==> config.mk <==
export PLATFORM = sky130hd
export DESIGN_NAME = rof_formatter
export DESIGN_NICKNAME = d
export VERILOG_FILES = /design/src/include/rof_pkg.sv /design/src/verilog/rof_formatter.sv
export SDC_FILE = /design/constraint.sdc
export NUM_CORES = 1
export LEC_CHECK = 0
export BUFFER_PORTS_ARGS = -buffer_cell sky130_fd_sc_hd__buf_2
export CORE_ASPECT_RATIO = 2
export CORE_MARGIN = 2
export CORE_UTILIZATION = 55
export DETAILED_ROUTE_END_ITERATION = 12
export GPL_ROUTABILITY_DRIVEN = 0
export PLACE_DENSITY = 0.75
export SYNTH_ARGS = -nofsm -noshare
export SYNTH_HDL_FRONTEND = slang
export SYNTH_SLANG_ARGS = --single-unit
==> constraint.sdc <==
create_clock -name aclk -period 2.8 [get_ports aclk]
set_input_delay 0.28 -clock aclk [delete_from_list [all_inputs] [get_ports aclk]]
set_output_delay 0.28 -clock aclk [all_outputs]
set_load 0.005 [all_outputs]
==> src/include/rof_pkg.sv <==
// package: constants and types for the receive output formatter
package rof_pkg;
	localparam int CHAN_N = 2; // receive channels
	localparam int FIFO_DEPTH = 8; // characters buffered per channel
	localparam int CHAR_W = 21; // raw + decoded byte + decoded status
	localparam int MODE_N = 9; // transmit operating modes
	localparam logic [3:0] LVL_COUNT = 4'h3; // levels per three-level input
	localparam logic [MODE_N-1:0] TX_MODE_RESET = 9'h010; // both selects at mid
	localparam logic [7:0] ADDR_CTRL = 8'h00; // control word, read/write
	localparam logic [7:0] ADDR_STATUS = 8'h04; // status word, read only
	localparam int CTRL_RUN_BIT = 0; // output register may advance
	localparam logic CTRL_RUN_RESET = 1'b1;
	localparam int ST_MODE_LSB = 0; // one-hot transmit mode
	localparam int ST_DEC_LSB = 12; // resolved decoder select
	localparam int ST_CKS_LSB = 14; // resolved clock source select
	localparam int ST_FIFO_LSB = 16; // per channel buffer not empty
	localparam logic [1:0] RESP_OKAY = 2'h0;
	localparam logic [1:0] RESP_SLVERR = 2'h2;
	localparam logic [1:0] PIN_HIGH = 2'h2; // {pulled high, pulled low}
	localparam logic [1:0] PIN_LOW = 2'h1;
	localparam logic [6:0] COMMA_POS = 7'h1F; // first seven bits of a comma
	localparam logic [6:0] COMMA_NEG = 7'h60;
	// resolved three-level input
	typedef enum logic [1:0] {LVL_LOW = 2'h0, LVL_MID = 2'h1, LVL_HIGH = 2'h2} rof_level_type;
	// one received character as the deserializer delivers it
	typedef struct packed {
		logic [9:0] raw; // raw character, bit 9 received first
		logic [7:0] dec_byte; // decoded data or special code
		logic [2:0] dec_stat; // decoder status
	} rof_char_type;
	// one channel of the parallel output register
	typedef struct packed {
		logic [7:0] data;
		logic [2:0] stat;
	} rof_out_type;
	// state of the formatter outside its character buffers
	typedef struct packed {
		logic [7:0] tern_s1; // three-level pins, first stage
		logic [7:0] tern_s2; // three-level pins, second stage
		logic [2:0] rec_s; // recovered clock: two stages and last
		logic [2:0] ref_s; // reference clock: two stages and last
		rof_out_type [CHAN_N-1:0] outq; // output register
		logic clk_out; // interface clock strobe
		logic [MODE_N-1:0] tx_mode; // decoded transmit mode
		logic run; // control bit
		logic aw_got; // write address held
		logic w_got; // write data held
		logic [7:0] awaddr;
		logic [31:0] wdata;
		logic [3:0] wstrb;
		logic bvalid;
		logic [1:0] bresp;
		logic rvalid;
		logic [31:0] rdata;
		logic [1:0] rresp;
	} rof_state_type;
endpackage : rof_pkg

==> src/verilog/rof_formatter.sv <==
// Function
// [RULE_01] two three-level selects give nine transmit modes
// [RULE_02] data outputs change only after selected edge
// [RULE_03] status outputs change with data, same edge
// [RULE_04] decoder on: data shows decoded byte
// [RULE_05] decoder on: status reports shown character
// [RULE_06] bypass: data shows raw bits nine to two
// [RULE_07] bypass: status low bits are raw low bits
// [RULE_08] bypass: status bit two flags comma
// [RULE_09] floating three-level input resolves to mid
// [RULE_10] clock source mid uses recovered clock
`timescale 1ns/1ns

// character buffer between deserializer and output register
module rof_fifo #(
	parameter int WIDTH = 21,
	parameter int DEPTH = 8
) (
	input wire logic aclk,
	input wire logic aresetn,
	input wire logic in_valid,
	output logic in_ready,
	input wire logic [WIDTH-1:0] in_data,
	output logic out_valid,
	input wire logic out_ready,
	output logic [WIDTH-1:0] out_data
);
	localparam int AW = $clog2(DEPTH);
	// storage, pointers and fill count
	typedef struct packed {
		logic [DEPTH-1:0][WIDTH-1:0] mem;
		logic [AW-1:0] wp;
		logic [AW-1:0] rp;
		logic [AW:0] cnt;
	} rof_fifo_state_type;
	rof_fifo_state_type q; // registered state
	rof_fifo_state_type d; // next state
	logic push; // word taken in
	logic pop; // word handed out

	assign in_ready = q.cnt != (AW+1)'(DEPTH);
	assign out_valid = q.cnt != '0;
	assign out_data = q.mem[q.rp];
	assign push = in_valid && in_ready;
	assign pop = out_valid && out_ready;

	// pointer and count update
	always_comb begin
		d = q;
		if (push) begin
			d.mem[q.wp] = in_data;
			d.wp = AW'(q.wp + 1'b1);
		end
		if (pop) begin
			d.rp = AW'(q.rp + 1'b1);
		end
		d.cnt = (AW+1)'(q.cnt + push - pop);
	end

	// state register
	always_ff @(posedge aclk) begin
		if (!aresetn) begin
			q <= '0;
		end else begin
			q <= d;
		end
	end
endmodule : rof_fifo

// receive output formatter for two channels
module rof_formatter
	import rof_pkg::*;
(
	input wire logic aclk,
	input wire logic aresetn,
	input wire logic [7:0] s_axi_awaddr,
	input wire logic s_axi_awvalid,
	output logic s_axi_awready,
	input wire logic [31:0] s_axi_wdata,
	input wire logic [3:0] s_axi_wstrb,
	input wire logic s_axi_wvalid,
	output logic s_axi_wready,
	output logic [1:0] s_axi_bresp,
	output logic s_axi_bvalid,
	input wire logic s_axi_bready,
	input wire logic [7:0] s_axi_araddr,
	input wire logic s_axi_arvalid,
	output logic s_axi_arready,
	output logic [31:0] s_axi_rdata,
	output logic [1:0] s_axi_rresp,
	output logic s_axi_rvalid,
	input wire logic s_axi_rready,
	input wire logic [1:0] decoder_select,
	input wire logic [1:0] rx_clock_source_select,
	input wire logic [3:0] transmit_operating_select,
	input wire logic recovered_clock_in,
	input wire logic reference_clock_in,
	input wire rof_char_type [CHAN_N-1:0] char_in,
	input wire logic [CHAN_N-1:0] char_in_valid,
	output logic [CHAN_N-1:0] char_in_ready,
	output logic [7:0] rx_parallel_out_chan_a,
	output logic [7:0] rx_parallel_out_chan_b,
	output logic [2:0] rx_status_out_chan_a,
	output logic [2:0] rx_status_out_chan_b,
	output logic receive_interface_clock_out,
	output logic [MODE_N-1:0] transmit_mode
);
	rof_state_type q; // registered state
	rof_state_type d; // next state
	rof_level_type dec_lvl; // resolved decoder select
	rof_level_type cks_lvl; // resolved clock source select
	rof_level_type tx_hi; // resolved transmit select, upper input
	rof_level_type tx_lo; // resolved transmit select, lower input
	logic [3:0] mode_idx; // transmit mode number
	logic rec_tick; // recovered clock rising edge
	logic ref_tick; // reference clock rising edge
	logic sel_tick; // selected interface clock edge
	logic [CHAN_N-1:0] buf_valid; // buffer holds a character
	logic [CHAN_N-1:0] pop; // output register loads
	rof_char_type [CHAN_N-1:0] buf_data; // head of each buffer
	logic [31:0] status_word; // status read value

	// pin pair {pulled high, pulled low}; neither pulled floats to mid
	function automatic rof_level_type resolve(input logic [1:0] pin);
		rof_level_type lvl;
		lvl = LVL_MID;
		case (pin)
			PIN_HIGH: lvl = LVL_HIGH;
			PIN_LOW: lvl = LVL_LOW;
			default: lvl = LVL_MID; // open or contended [RULE_09]
		endcase
		return lvl;
	endfunction : resolve

	// shape one buffered character for the output register
	function automatic rof_out_type shape(input rof_char_type c, input rof_level_type dec);
		rof_out_type o;
		o = '0;
		if (dec != LVL_LOW) begin
			o.data = c.dec_byte; // [RULE_04]
			o.stat = c.dec_stat; // [RULE_05]
		end else begin
			o.data = c.raw[9:2]; // [RULE_06]
			o.stat[1:0] = c.raw[1:0]; // [RULE_07]
			o.stat[2] = (c.raw[9:3] == COMMA_POS) || (c.raw[9:3] == COMMA_NEG); // [RULE_08]
		end
		return o;
	endfunction : shape

	// resolved selects come from the second sync stage only
	assign dec_lvl = resolve(q.tern_s2[1:0]);
	assign cks_lvl = resolve(q.tern_s2[3:2]);
	assign tx_lo = resolve(q.tern_s2[5:4]);
	assign tx_hi = resolve(q.tern_s2[7:6]);
	assign mode_idx = {2'h0, tx_hi} * LVL_COUNT + {2'h0, tx_lo}; // [RULE_01]

	// edges seen on the synchronised clock pins
	assign rec_tick = q.rec_s[1] && !q.rec_s[2];
	assign ref_tick = q.ref_s[1] && !q.ref_s[2];
	// low picks the reference clock, mid and high the recovered one
	assign sel_tick = (cks_lvl == LVL_LOW) ? ref_tick : rec_tick; // [RULE_10]

	// one buffer per channel; drain stalls until the selected edge
	for (genvar ch = 0; ch < CHAN_N; ch++) begin : g_chan
		assign pop[ch] = buf_valid[ch] && sel_tick && q.run; // [RULE_02]
		rof_fifo #(
			.WIDTH(CHAR_W),
			.DEPTH(FIFO_DEPTH)
		) u_fifo (
			.aclk(aclk),
			.aresetn(aresetn),
			.in_valid(char_in_valid[ch]),
			.in_ready(char_in_ready[ch]),
			.in_data(char_in[ch]),
			.out_valid(buf_valid[ch]),
			.out_ready(pop[ch]),
			.out_data(buf_data[ch])
		);
	end

	// status word layout
	always_comb begin
		status_word = '0;
		status_word[ST_MODE_LSB +: MODE_N] = q.tx_mode;
		status_word[ST_DEC_LSB +: 2] = dec_lvl;
		status_word[ST_CKS_LSB +: 2] = cks_lvl;
		status_word[ST_FIFO_LSB +: CHAN_N] = buf_valid;
	end

	// bus handshakes: one write and one read in flight
	assign s_axi_awready = !q.aw_got && !q.bvalid;
	assign s_axi_wready = !q.w_got && !q.bvalid;
	assign s_axi_arready = !q.rvalid;

	// next state of the formatter outside its character buffers
	always_comb begin
		d = q;
		// pin synchronisers
		d.tern_s1 = {transmit_operating_select, rx_clock_source_select, decoder_select};
		d.tern_s2 = q.tern_s1;
		d.rec_s = {q.rec_s[1:0], recovered_clock_in};
		d.ref_s = {q.ref_s[1:0], reference_clock_in};
		// one-hot transmit mode
		d.tx_mode = '0;
		d.tx_mode[mode_idx] = 1'b1; // [RULE_01]
		// strobe marks the cycle new outputs appear
		d.clk_out = sel_tick && q.run;
		// output register, data and status together
		for (int ch = 0; ch < CHAN_N; ch++) begin
			if (pop[ch]) begin
				d.outq[ch] = shape(buf_data[ch], dec_lvl); // [RULE_02] [RULE_03]
			end
		end
		// write response retires
		if (q.bvalid && s_axi_bready) begin
			d.bvalid = 1'b0;
		end
		// write address and data captured in either order
		if (s_axi_awvalid && s_axi_awready) begin
			d.aw_got = 1'b1;
			d.awaddr = s_axi_awaddr;
		end
		if (s_axi_wvalid && s_axi_wready) begin
			d.w_got = 1'b1;
			d.wdata = s_axi_wdata;
			d.wstrb = s_axi_wstrb;
		end
		// both halves present: perform the write
		if (d.aw_got && d.w_got && !q.bvalid) begin
			d.aw_got = 1'b0;
			d.w_got = 1'b0;
			d.bvalid = 1'b1;
			if (d.awaddr == ADDR_CTRL) begin
				d.bresp = RESP_OKAY;
				if (d.wstrb[0]) begin
					d.run = d.wdata[CTRL_RUN_BIT];
				end
			end else begin
				d.bresp = RESP_SLVERR; // status and unmapped
			end
		end
		// read response retires
		if (q.rvalid && s_axi_rready) begin
			d.rvalid = 1'b0;
		end
		// read address taken
		if (s_axi_arvalid && s_axi_arready) begin
			d.rvalid = 1'b1;
			d.rresp = RESP_OKAY;
			case (s_axi_araddr)
				ADDR_CTRL: d.rdata = {31'h0, q.run};
				ADDR_STATUS: d.rdata = status_word;
				default: begin
					d.rdata = '0;
					d.rresp = RESP_SLVERR;
				end
			endcase
		end
	end

	// state register
	always_ff @(posedge aclk) begin
		if (!aresetn) begin
			q <= '0;
			q.run <= CTRL_RUN_RESET;
			q.tx_mode <= TX_MODE_RESET;
		end else begin
			q <= d;
		end
	end

	// outputs straight from flip-flops
	assign rx_parallel_out_chan_a = q.outq[0].data;
	assign rx_parallel_out_chan_b = q.outq[1].data;
	assign rx_status_out_chan_a = q.outq[0].stat;
	assign rx_status_out_chan_b = q.outq[1].stat;
	assign receive_interface_clock_out = q.clk_out;
	assign transmit_mode = q.tx_mode;
	assign s_axi_bvalid = q.bvalid;
	assign s_axi_bresp = q.bresp;
	assign s_axi_rvalid = q.rvalid;
	assign s_axi_rdata = q.rdata;
	assign s_axi_rresp = q.rresp;
endmodule : rof_formatter

# [Word-level counts from Yosys, hierarchy flattened]
# Index checks and enable logic that the tools add are counted.
[totals] reg_bits=464 latch_bits=0 mem_bits_rw=0 mem_bits_ro=0 in_bits=113 elab_cells=150 memories=0
[classes] addsub=9 n_mul=1 n_div=0 magnitude_cmp=8 eq_ne=15 n_shift=0 n_mux=30 n_bitwise=1 reduce_logical=42
[ops] operator="bitwise mux 168 bit" count=2
[ops] operator="binary-select mux 21 bit (select 3 bit)" count=2
[ops] operator="demux 21 bit (select 3 bit)" count=2
[ops] operator="two-way mux 21 bit" count=4
[ops] operator="one-hot mux 18 bit (2 select lines)" count=1
[ops] operator="two-way mux 35 bit" count=1
[ops] operator="logical AND 1 bit" count=23
[ops] operator="two-way mux 11 bit" count=2
[ops] operator="logical NOT 8 bit" count=2
[ops] operator="< comparator 3 x 4 -> 1 bit (second input constant)" count=4
[ops] operator="one-hot mux 2 bit (2 select lines)" count=4
[ops] operator="equality test 7 x 5 -> 1 bit (second input constant)" count=2
[ops] operator="equality test 7 bit (second input constant)" count=2
[ops] operator="adder 3 x 1 -> 3 bit (second input constant)" count=4
[ops] operator="adder 4 x 1 -> 4 bit" count=2
[ops] operator="equality test 2 x 1 -> 1 bit (second input constant)" count=4
[ops] operator="equality test 2 bit (second input constant)" count=4
[ops] operator="equality test 8 x 3 -> 1 bit (second input constant)" count=1
[ops] operator="two-way mux 8 bit" count=1
[ops] operator="inequality test 4 bit (second input constant)" count=2
[ops] operator="nonzero test 4 bit" count=2
[ops] operator="subtractor 4 x 1 -> 4 bit" count=2
[ops] operator="greater-or-equal comparator 3 x 1 -> 1 bit (second input constant)" count=2
[ops] operator="logical NOT 1 bit" count=6
[ops] operator="other kinds (15)" count=25

# [Logic depth before layout (Yosys ltp)]
[logic_depth] word_depth=8 depth_mapped=14 ltp_nobuf=13

# [Cells and area by module]
# A second synthesis with hierarchy kept.
[hier_totals] hier_cells=1840 area_unflattened_um2=19785.2
[modules_own_cells] module="rof_fifo (g_chan[1].u_fifo)" n_inst=1 cells_each=716 area_each_um2=7886.3
[modules_own_cells] module="rof_fifo (g_chan[0].u_fifo)" n_inst=1 cells_each=715 area_each_um2=7882.6
[modules_own_cells] module="rof_formatter" n_inst=1 cells_each=409 area_each_um2=4016.4

# [Worst setup path after synthesis]
# No wires, ideal clock.
[synth_path] path_kind="register to register" startpoint="register q[126] (netlist bit)" endpoint="register g_chan[1].u_fifo.q[2] (netlist bit)" setup_time_ps=128 t_arrival_ps=2464 setup_slack_ps=208 path_stages_with_launch=15 n_path_buf=1 synth_period_minus_slack_ps=2592 path_cell_list="dfxtp_1 inv_1 ha_1 and3b_1 o21ai_0 nand2b_1 inv_1 buf_1 ha_1 inv_1 ha_1 inv_1 fa_1 xor2_1 nor2_1"
[synth_via] elab_chain_len=8 elab_cells_between_ends=9
[synth_rtl] element="from (decl)" line="rof_formatter.sv:108" source="rof_state_type q;"
[synth_rtl] element="equality test 2 x 1 -> 1 bit / equality test 2 bit (equally long branches)" line="rof_formatter.sv:127" source="case (pin)"
[synth_rtl] element="one-hot mux 2 bit (2 select lines) (*)" line="rof_formatter.sv:127"
[synth_rtl] element="logical NOT 2 bit (*)" line="rof_formatter.sv:161" source="assign sel_tick = (cks_lvl == LVL_LOW) ? ref_tick : rec_tick;"
[synth_rtl] element="two-way mux 1 bit (*)" line="rof_formatter.sv:161"
[synth_rtl] element="logical AND 1 bit (*) (2 in a row)" line="rof_formatter.sv:165" source="assign pop[ch] = buf_valid[ch] && sel_tick && q.run;"
[synth_rtl] element="logical AND 1 bit (*)" line="rof_formatter.sv:45" source="assign pop = out_valid && out_ready;"
[synth_rtl] element="net g_chan[1].u_fifo.pop" line="rof_formatter.sv:39" source="logic pop;"
[synth_rtl] element="subtractor 4 x 1 -> 4 bit (*)" line="rof_formatter.sv:57" source="d.cnt = (AW+1)'(q.cnt + push - pop);"
[synth_rtl] element="to (signal assigned)" line="rof_formatter.sv:63" source="q <= '0;"
[synth_rtl] element="to (signal assigned)" line="rof_formatter.sv:65" source="q <= d;"
[synth_rtl] element="to (decl)" line="rof_formatter.sv:36" source="rof_fifo_state_type q;"
# The timed path passes the listed nets; every way through them passes the cells marked *.
# A chain may end at the register's enable or synchronous reset.

# [Worst setup path in the final report]
[layout_path] startpoint="register q[126] (netlist bit)" endpoint="register g_chan[1].u_fifo.q[2] (netlist bit)"
[layout_via] elab_chain_len=8 elab_cells_between_ends=9
[layout_rtl] element="equality test 2 x 1 -> 1 bit / equality test 2 bit (equally long branches)" line="rof_formatter.sv:127"
[layout_rtl] element="one-hot mux 2 bit (2 select lines) (*)" line="rof_formatter.sv:127"
[layout_rtl] element="logical NOT 2 bit (*)" line="rof_formatter.sv:161"
[layout_rtl] element="two-way mux 1 bit (*)" line="rof_formatter.sv:161"
[layout_rtl] element="logical AND 1 bit (*) (2 in a row)" line="rof_formatter.sv:165"
[layout_rtl] element="logical AND 1 bit (*)" line="rof_formatter.sv:45"
[layout_rtl] element="subtractor 4 x 1 -> 4 bit (*)" line="rof_formatter.sv:57"
# Every way passes the cells marked *; elsewhere a longest branch is shown, timed or not.

==> Flow_metrics.wiki <==
{| class="wikitable"
! Metric !! Value
|-
| Run status || complete, no violations
|-
| Largest stage delay on the critical path || 0.37 ns
|-
| Pin count of the biggest net entering global routing || 117
|-
| Antenna violations before repair || 9
|-
| Int Power || 10.62 mW
|-
| Layout net count || 2,166
|-
| Element type at the critical path end || flip-flop
|-
| Die height || 268.5 um
|-
| Number of vias per cell || 5.758
|-
| Type of the tightest min-delay check || in2reg
|-
| Highest-delay cell along the critical path || sky130_fd_sc_hd__fa_1
|-
| Most common cell type on the critical path || sky130_fd_sc_hd__inv_1
|-
| Via count of the first global-routing pass || 14,500
|-
| Detail Route met3 WL || 2392 um
|-
| Sequential-to-total area share from yosys stat || 0.4598
|-
| Area growth, synth to finish || 11.23%
|-
| Routed wire length on met2 || 26,120 um
|-
| Clock transition time at the flip-flop clock pins of the worst setup and hold paths || 0.06 ns
|-
| Ordered cell list for the critical path || inv_1, ha_1, and3b_1, o21ai_0, nand2b_1, inv_1, ha_1, inv_1, ha_1, inv_1, fa_1, xor2_1, nor2_1
|-
| Maximum fanout count along the critical path || 3
|-
| Largest cells by area after synthesis || sky130_fd_sc_hd__dfxtp_1, sky130_fd_sc_hd__mux4_2, sky130_fd_sc_hd__mux2i_1, sky130_fd_sc_hd__nand2_1, sky130_fd_sc_hd__a21oi_1
|-
| Power density of the placed cells || 669.8 mW/mm^2
|-
| Reported net switching power || 3.716 mW
|-
| Drc violations || 0
|-
| Global-route wire length before repair || 75,950 um
|-
| Top cells by instance count after synthesis || sky130_fd_sc_hd__dfxtp_1, sky130_fd_sc_hd__nand2_1, sky130_fd_sc_hd__nor2_1
|-
| IO Pins || 188
|-
| Period utilisation layout || 0.9048
|-
| Reg2reg start || q[126]
|-
| Site row count || 96
|-
| RSZ-0062 raised after global routing || no
|-
| Combinational family with the most area after synthesis || multiplexers
|-
| PortBufs || 134
|-
| Top-area cell type share of the netlist area || 0.4598
|-
| GRT Residual Overflow || 0
|-
| Post-route antenna net violation count || 0
|-
| Ys async rst share || 0
|-
| Min Clock Period, post-route || 2.533 ns
|-
| Worst skew pair latency || 0.55 ns
|-
| Leading cell type by number of instances after synthesis || sky130_fd_sc_hd__dfxtp_1
|-
| CP Launch Point || q[126]
|-
| Effective utilization at floorplan || 0.5602
|-
| Switching part of the total power || 0.2592
|-
| Cells resized by post-CTS repair || 0
|-
| Avg Inst Size Synth || 9.593 sq um
|-
| Yosys Warn Count || 0
|-
| Total clock buffers created by CTS || 39
|-
| WP data arrival || 2.96 ns
|-
| Logic depth of the worst register-to-register path || 13
|-
| Total global-route track usage || 0.2657
|-
| Hold Fails Final Rpt || 0
|-
| Leakage power total || 8.005 nW
|-
| Vias || 14,383
|-
| Fmax || 394.7 MHz
|-
| Synthesized-area fraction occupied by and/or/nand/nor cells || 0.1547
|-
| Number of unique standard cell types used by synthesis || 52
|-
| Combinational Power Share || 0.143
|-
| Endpoint of the lowest-slack register-to-register path || g_chan[1].u_fifo.q[2]
|-
| Required time at the worst-slack endpoint || 3.22 ns
|-
| Placed wire-length estimate || 32,120 um
|-
| Relative contribution of sequential cells to total power || 0.471
|-
| Register-to-register setup slack || 0.27 ns
|-
| Instance count after placement with tap cells included || 2,405
|-
| Share of total power in the clock network || 0.386
|-
| Mapped cell area || 0.01924 sq mm
|-
| Compound-Gate Fraction of Synth Area || 0.06697
|-
| TritonCTS clock tree || done
|-
| Biggest area consumer among synthesized cells || sky130_fd_sc_hd__dfxtp_1
|-
| Post-synth EDFFs || 0
|-
| Root buffer cell || sky130_fd_sc_hd__clkbuf_16
|-
| Max Slew Vio Count || 0
|-
| Fraction of synthesized cell area in xor and xnor cells || 0.004551
|-
| Worst clock skew || 0.02509 ns
|-
| Portion of netlist area occupied by mux cells || 0.2202
|-
| Routed length per instance || 19.55 um
|-
| Worst Tran Pin Value || 0.7476 ns
|-
| CTS sink count || 442
|-
| Sum of internal, switching and leakage power || 14.34 mW
|-
| # setup viols final || 0
|-
| Worst supply voltage drop on vdd || 0.5600 mV
|-
| Detailed Route WL || 48,840 um
|-
| Count of non-filler cells in the finished layout || 2,498
|-
| X dimension of the die || 136.3 um
|-
| Setup TNS || 0 ns
|-
| Post-synthesis cell count || 2,006
|-
| Kind of start point of the critical path || flip-flop
|-
| Violation count after the first detailed-routing iteration || 1,055
|-
| WL met1 || 16,950 um
|-
| Maximum level of the CTS H-tree || 2
|-
| Count of max-cap constraint violations || 0
|-
| Adder-Cell Fraction of Synth Area || 0.02003
|-
| Top metal layer carrying routed signals || met5
|-
| Fin Hold WS || 0.02001 ns
|-
| Initial DRT Pass Iterations || 5
|-
| Core Footprint || 0.03435 sq mm
|-
| Leading register cell type out of synthesis || sky130_fd_sc_hd__dfxtp_1
|-
| Headroom to the max-slew limit || 0.5013
|-
| Die Outline Area || 0.03659 sq mm
|-
| Fraction of layout instances using a drive strength above 1 || 0.1777
|-
| Register bit total from synthesis || 442
|-
| Capture point of the critical path || g_chan[1].u_fifo.q[2]
|-
| Longest Clk Path Bufs || 3
|-
| Critical path type || reg2reg
|}
==> power by group through the flow <==
stage / registers, mW / logic (mW) / clock network, mW
2_1_floorplan: 6.82 / 1.52 / 0
3_3_place_gp: 6.87 / 1.95 / 0
3_5_place_dp: 6.89 / 2.01 / 0
4_1_cts: 6.75 / 2.05 / 5.64
5_1_grt: 6.79 / 2.23 / 5.87
6_report: 6.76 / 2.05 / 5.53
==> registers in the layout (all words and copies together), names as in the netlist <==
register	cells
s_axi_rdata	15
rx_status_out_chan_a	3
rx_parallel_out_chan_a	8
s_axi_rresp	1
s_axi_bvalid	1
transmit_mode	9
receive_interface_clock_out	1
rx_status_out_chan_b	3
s_axi_bresp	1
d	12
s_axi_rvalid	1
q	23
rx_parallel_out_chan_b	8
g_chan.u_fifo.q	356
==> final cells by class <==
cell class	instances	area (sq um)
multi-input combinational	1306	9107
timing repair buffer	208	1449
sequential	442	8853
antenna	3	7.507
inverter	27	108.9
fill	2805	12950
clock inverter	13	157.7
tap	441	551.8
clock buffer	58	1169
==> per-layer routing <==
layer / up-vias / track usage
met3: 191 / 0.03572
met5: - / 0
li1: 6714 / -
met2: 533 / 0.4926
met4: 2 / 0.1743
met1: 6943 / 0.2741
==> kinds of logic after synthesis <==
family	after synthesis
buffers and inverters	276
adders and majority gates	29
and+or+nand+nor	716
xor gates and xnor gates	10
AOI/OAI and AO/OA	236
muxes	296
other	1
DFF	442
==> worst min path at each step <==
stage | to | start | slack, ns | cells after the start
final | q[78] | s_axi_awaddr[4] | 0.02 | 3
after global routing | q[78] | s_axi_awaddr[4] | 0.03 | 3
after CTS | q[78] | s_axi_awaddr[4] | 0.001 | 3
after detailed placement | q[129] | d[129] | 0.42 | 1
after global placement | q[128] | d[128] | 0.42 | 1
after floorplan | s_axi_rvalid | s_axi_rready | 0.38 | 1
==> critical path, delay by kind of cell, from the launching register on <==
kind	cells	cell delay, ns
AO/OA/AOI/OAI	1	0.30
XOR/XNOR	1	0.18
adder cells (fa/ha/maj)	4	0.98
buffers and inverters	4	0.23
flip-flops	1	0.33
AND/OR/NAND/NOR	3	0.41
==> through the flow <==
stage                     utilization  worst slack (ns)  area (sq um)
after floorplan                     -            0.2084         19310
after global placement         0.5787            0.3191         19880
after detailed placement       0.5787            0.2903         19880
after CTS                      0.6229            0.2393         21400
after global routing           0.6231           0.08186         21400
final                          0.6231            0.2667         21400
==> cells in the final DEF (no fill, tap or decap), drive strengths merged, types with 4 or more instances in the layout <==
cell type	count
and2	27
ha	26
inv	28
xor2	6
nor2	244
clkbuf	58
or3	5
buf	189
mux2	4
nor3b	11
mux4	98
mux2i	194
a22oi	15
nor3	9
nand2	377
dlygate4sd3	19
nor2b	7
nor4	5
nand4b	8
o21ai	6
conb	19
a21oi	192
dfxtp	442
nand2b	9
a211oi	12
clkinv	8
xnor2	4
==> repair_timing <==
action	in CTS	in global routing
buffers inserted	0	0
hold endpoints to repair	18	0
hold buffers	19	0
Note: power is estimated with default switching activity, not from simulation.
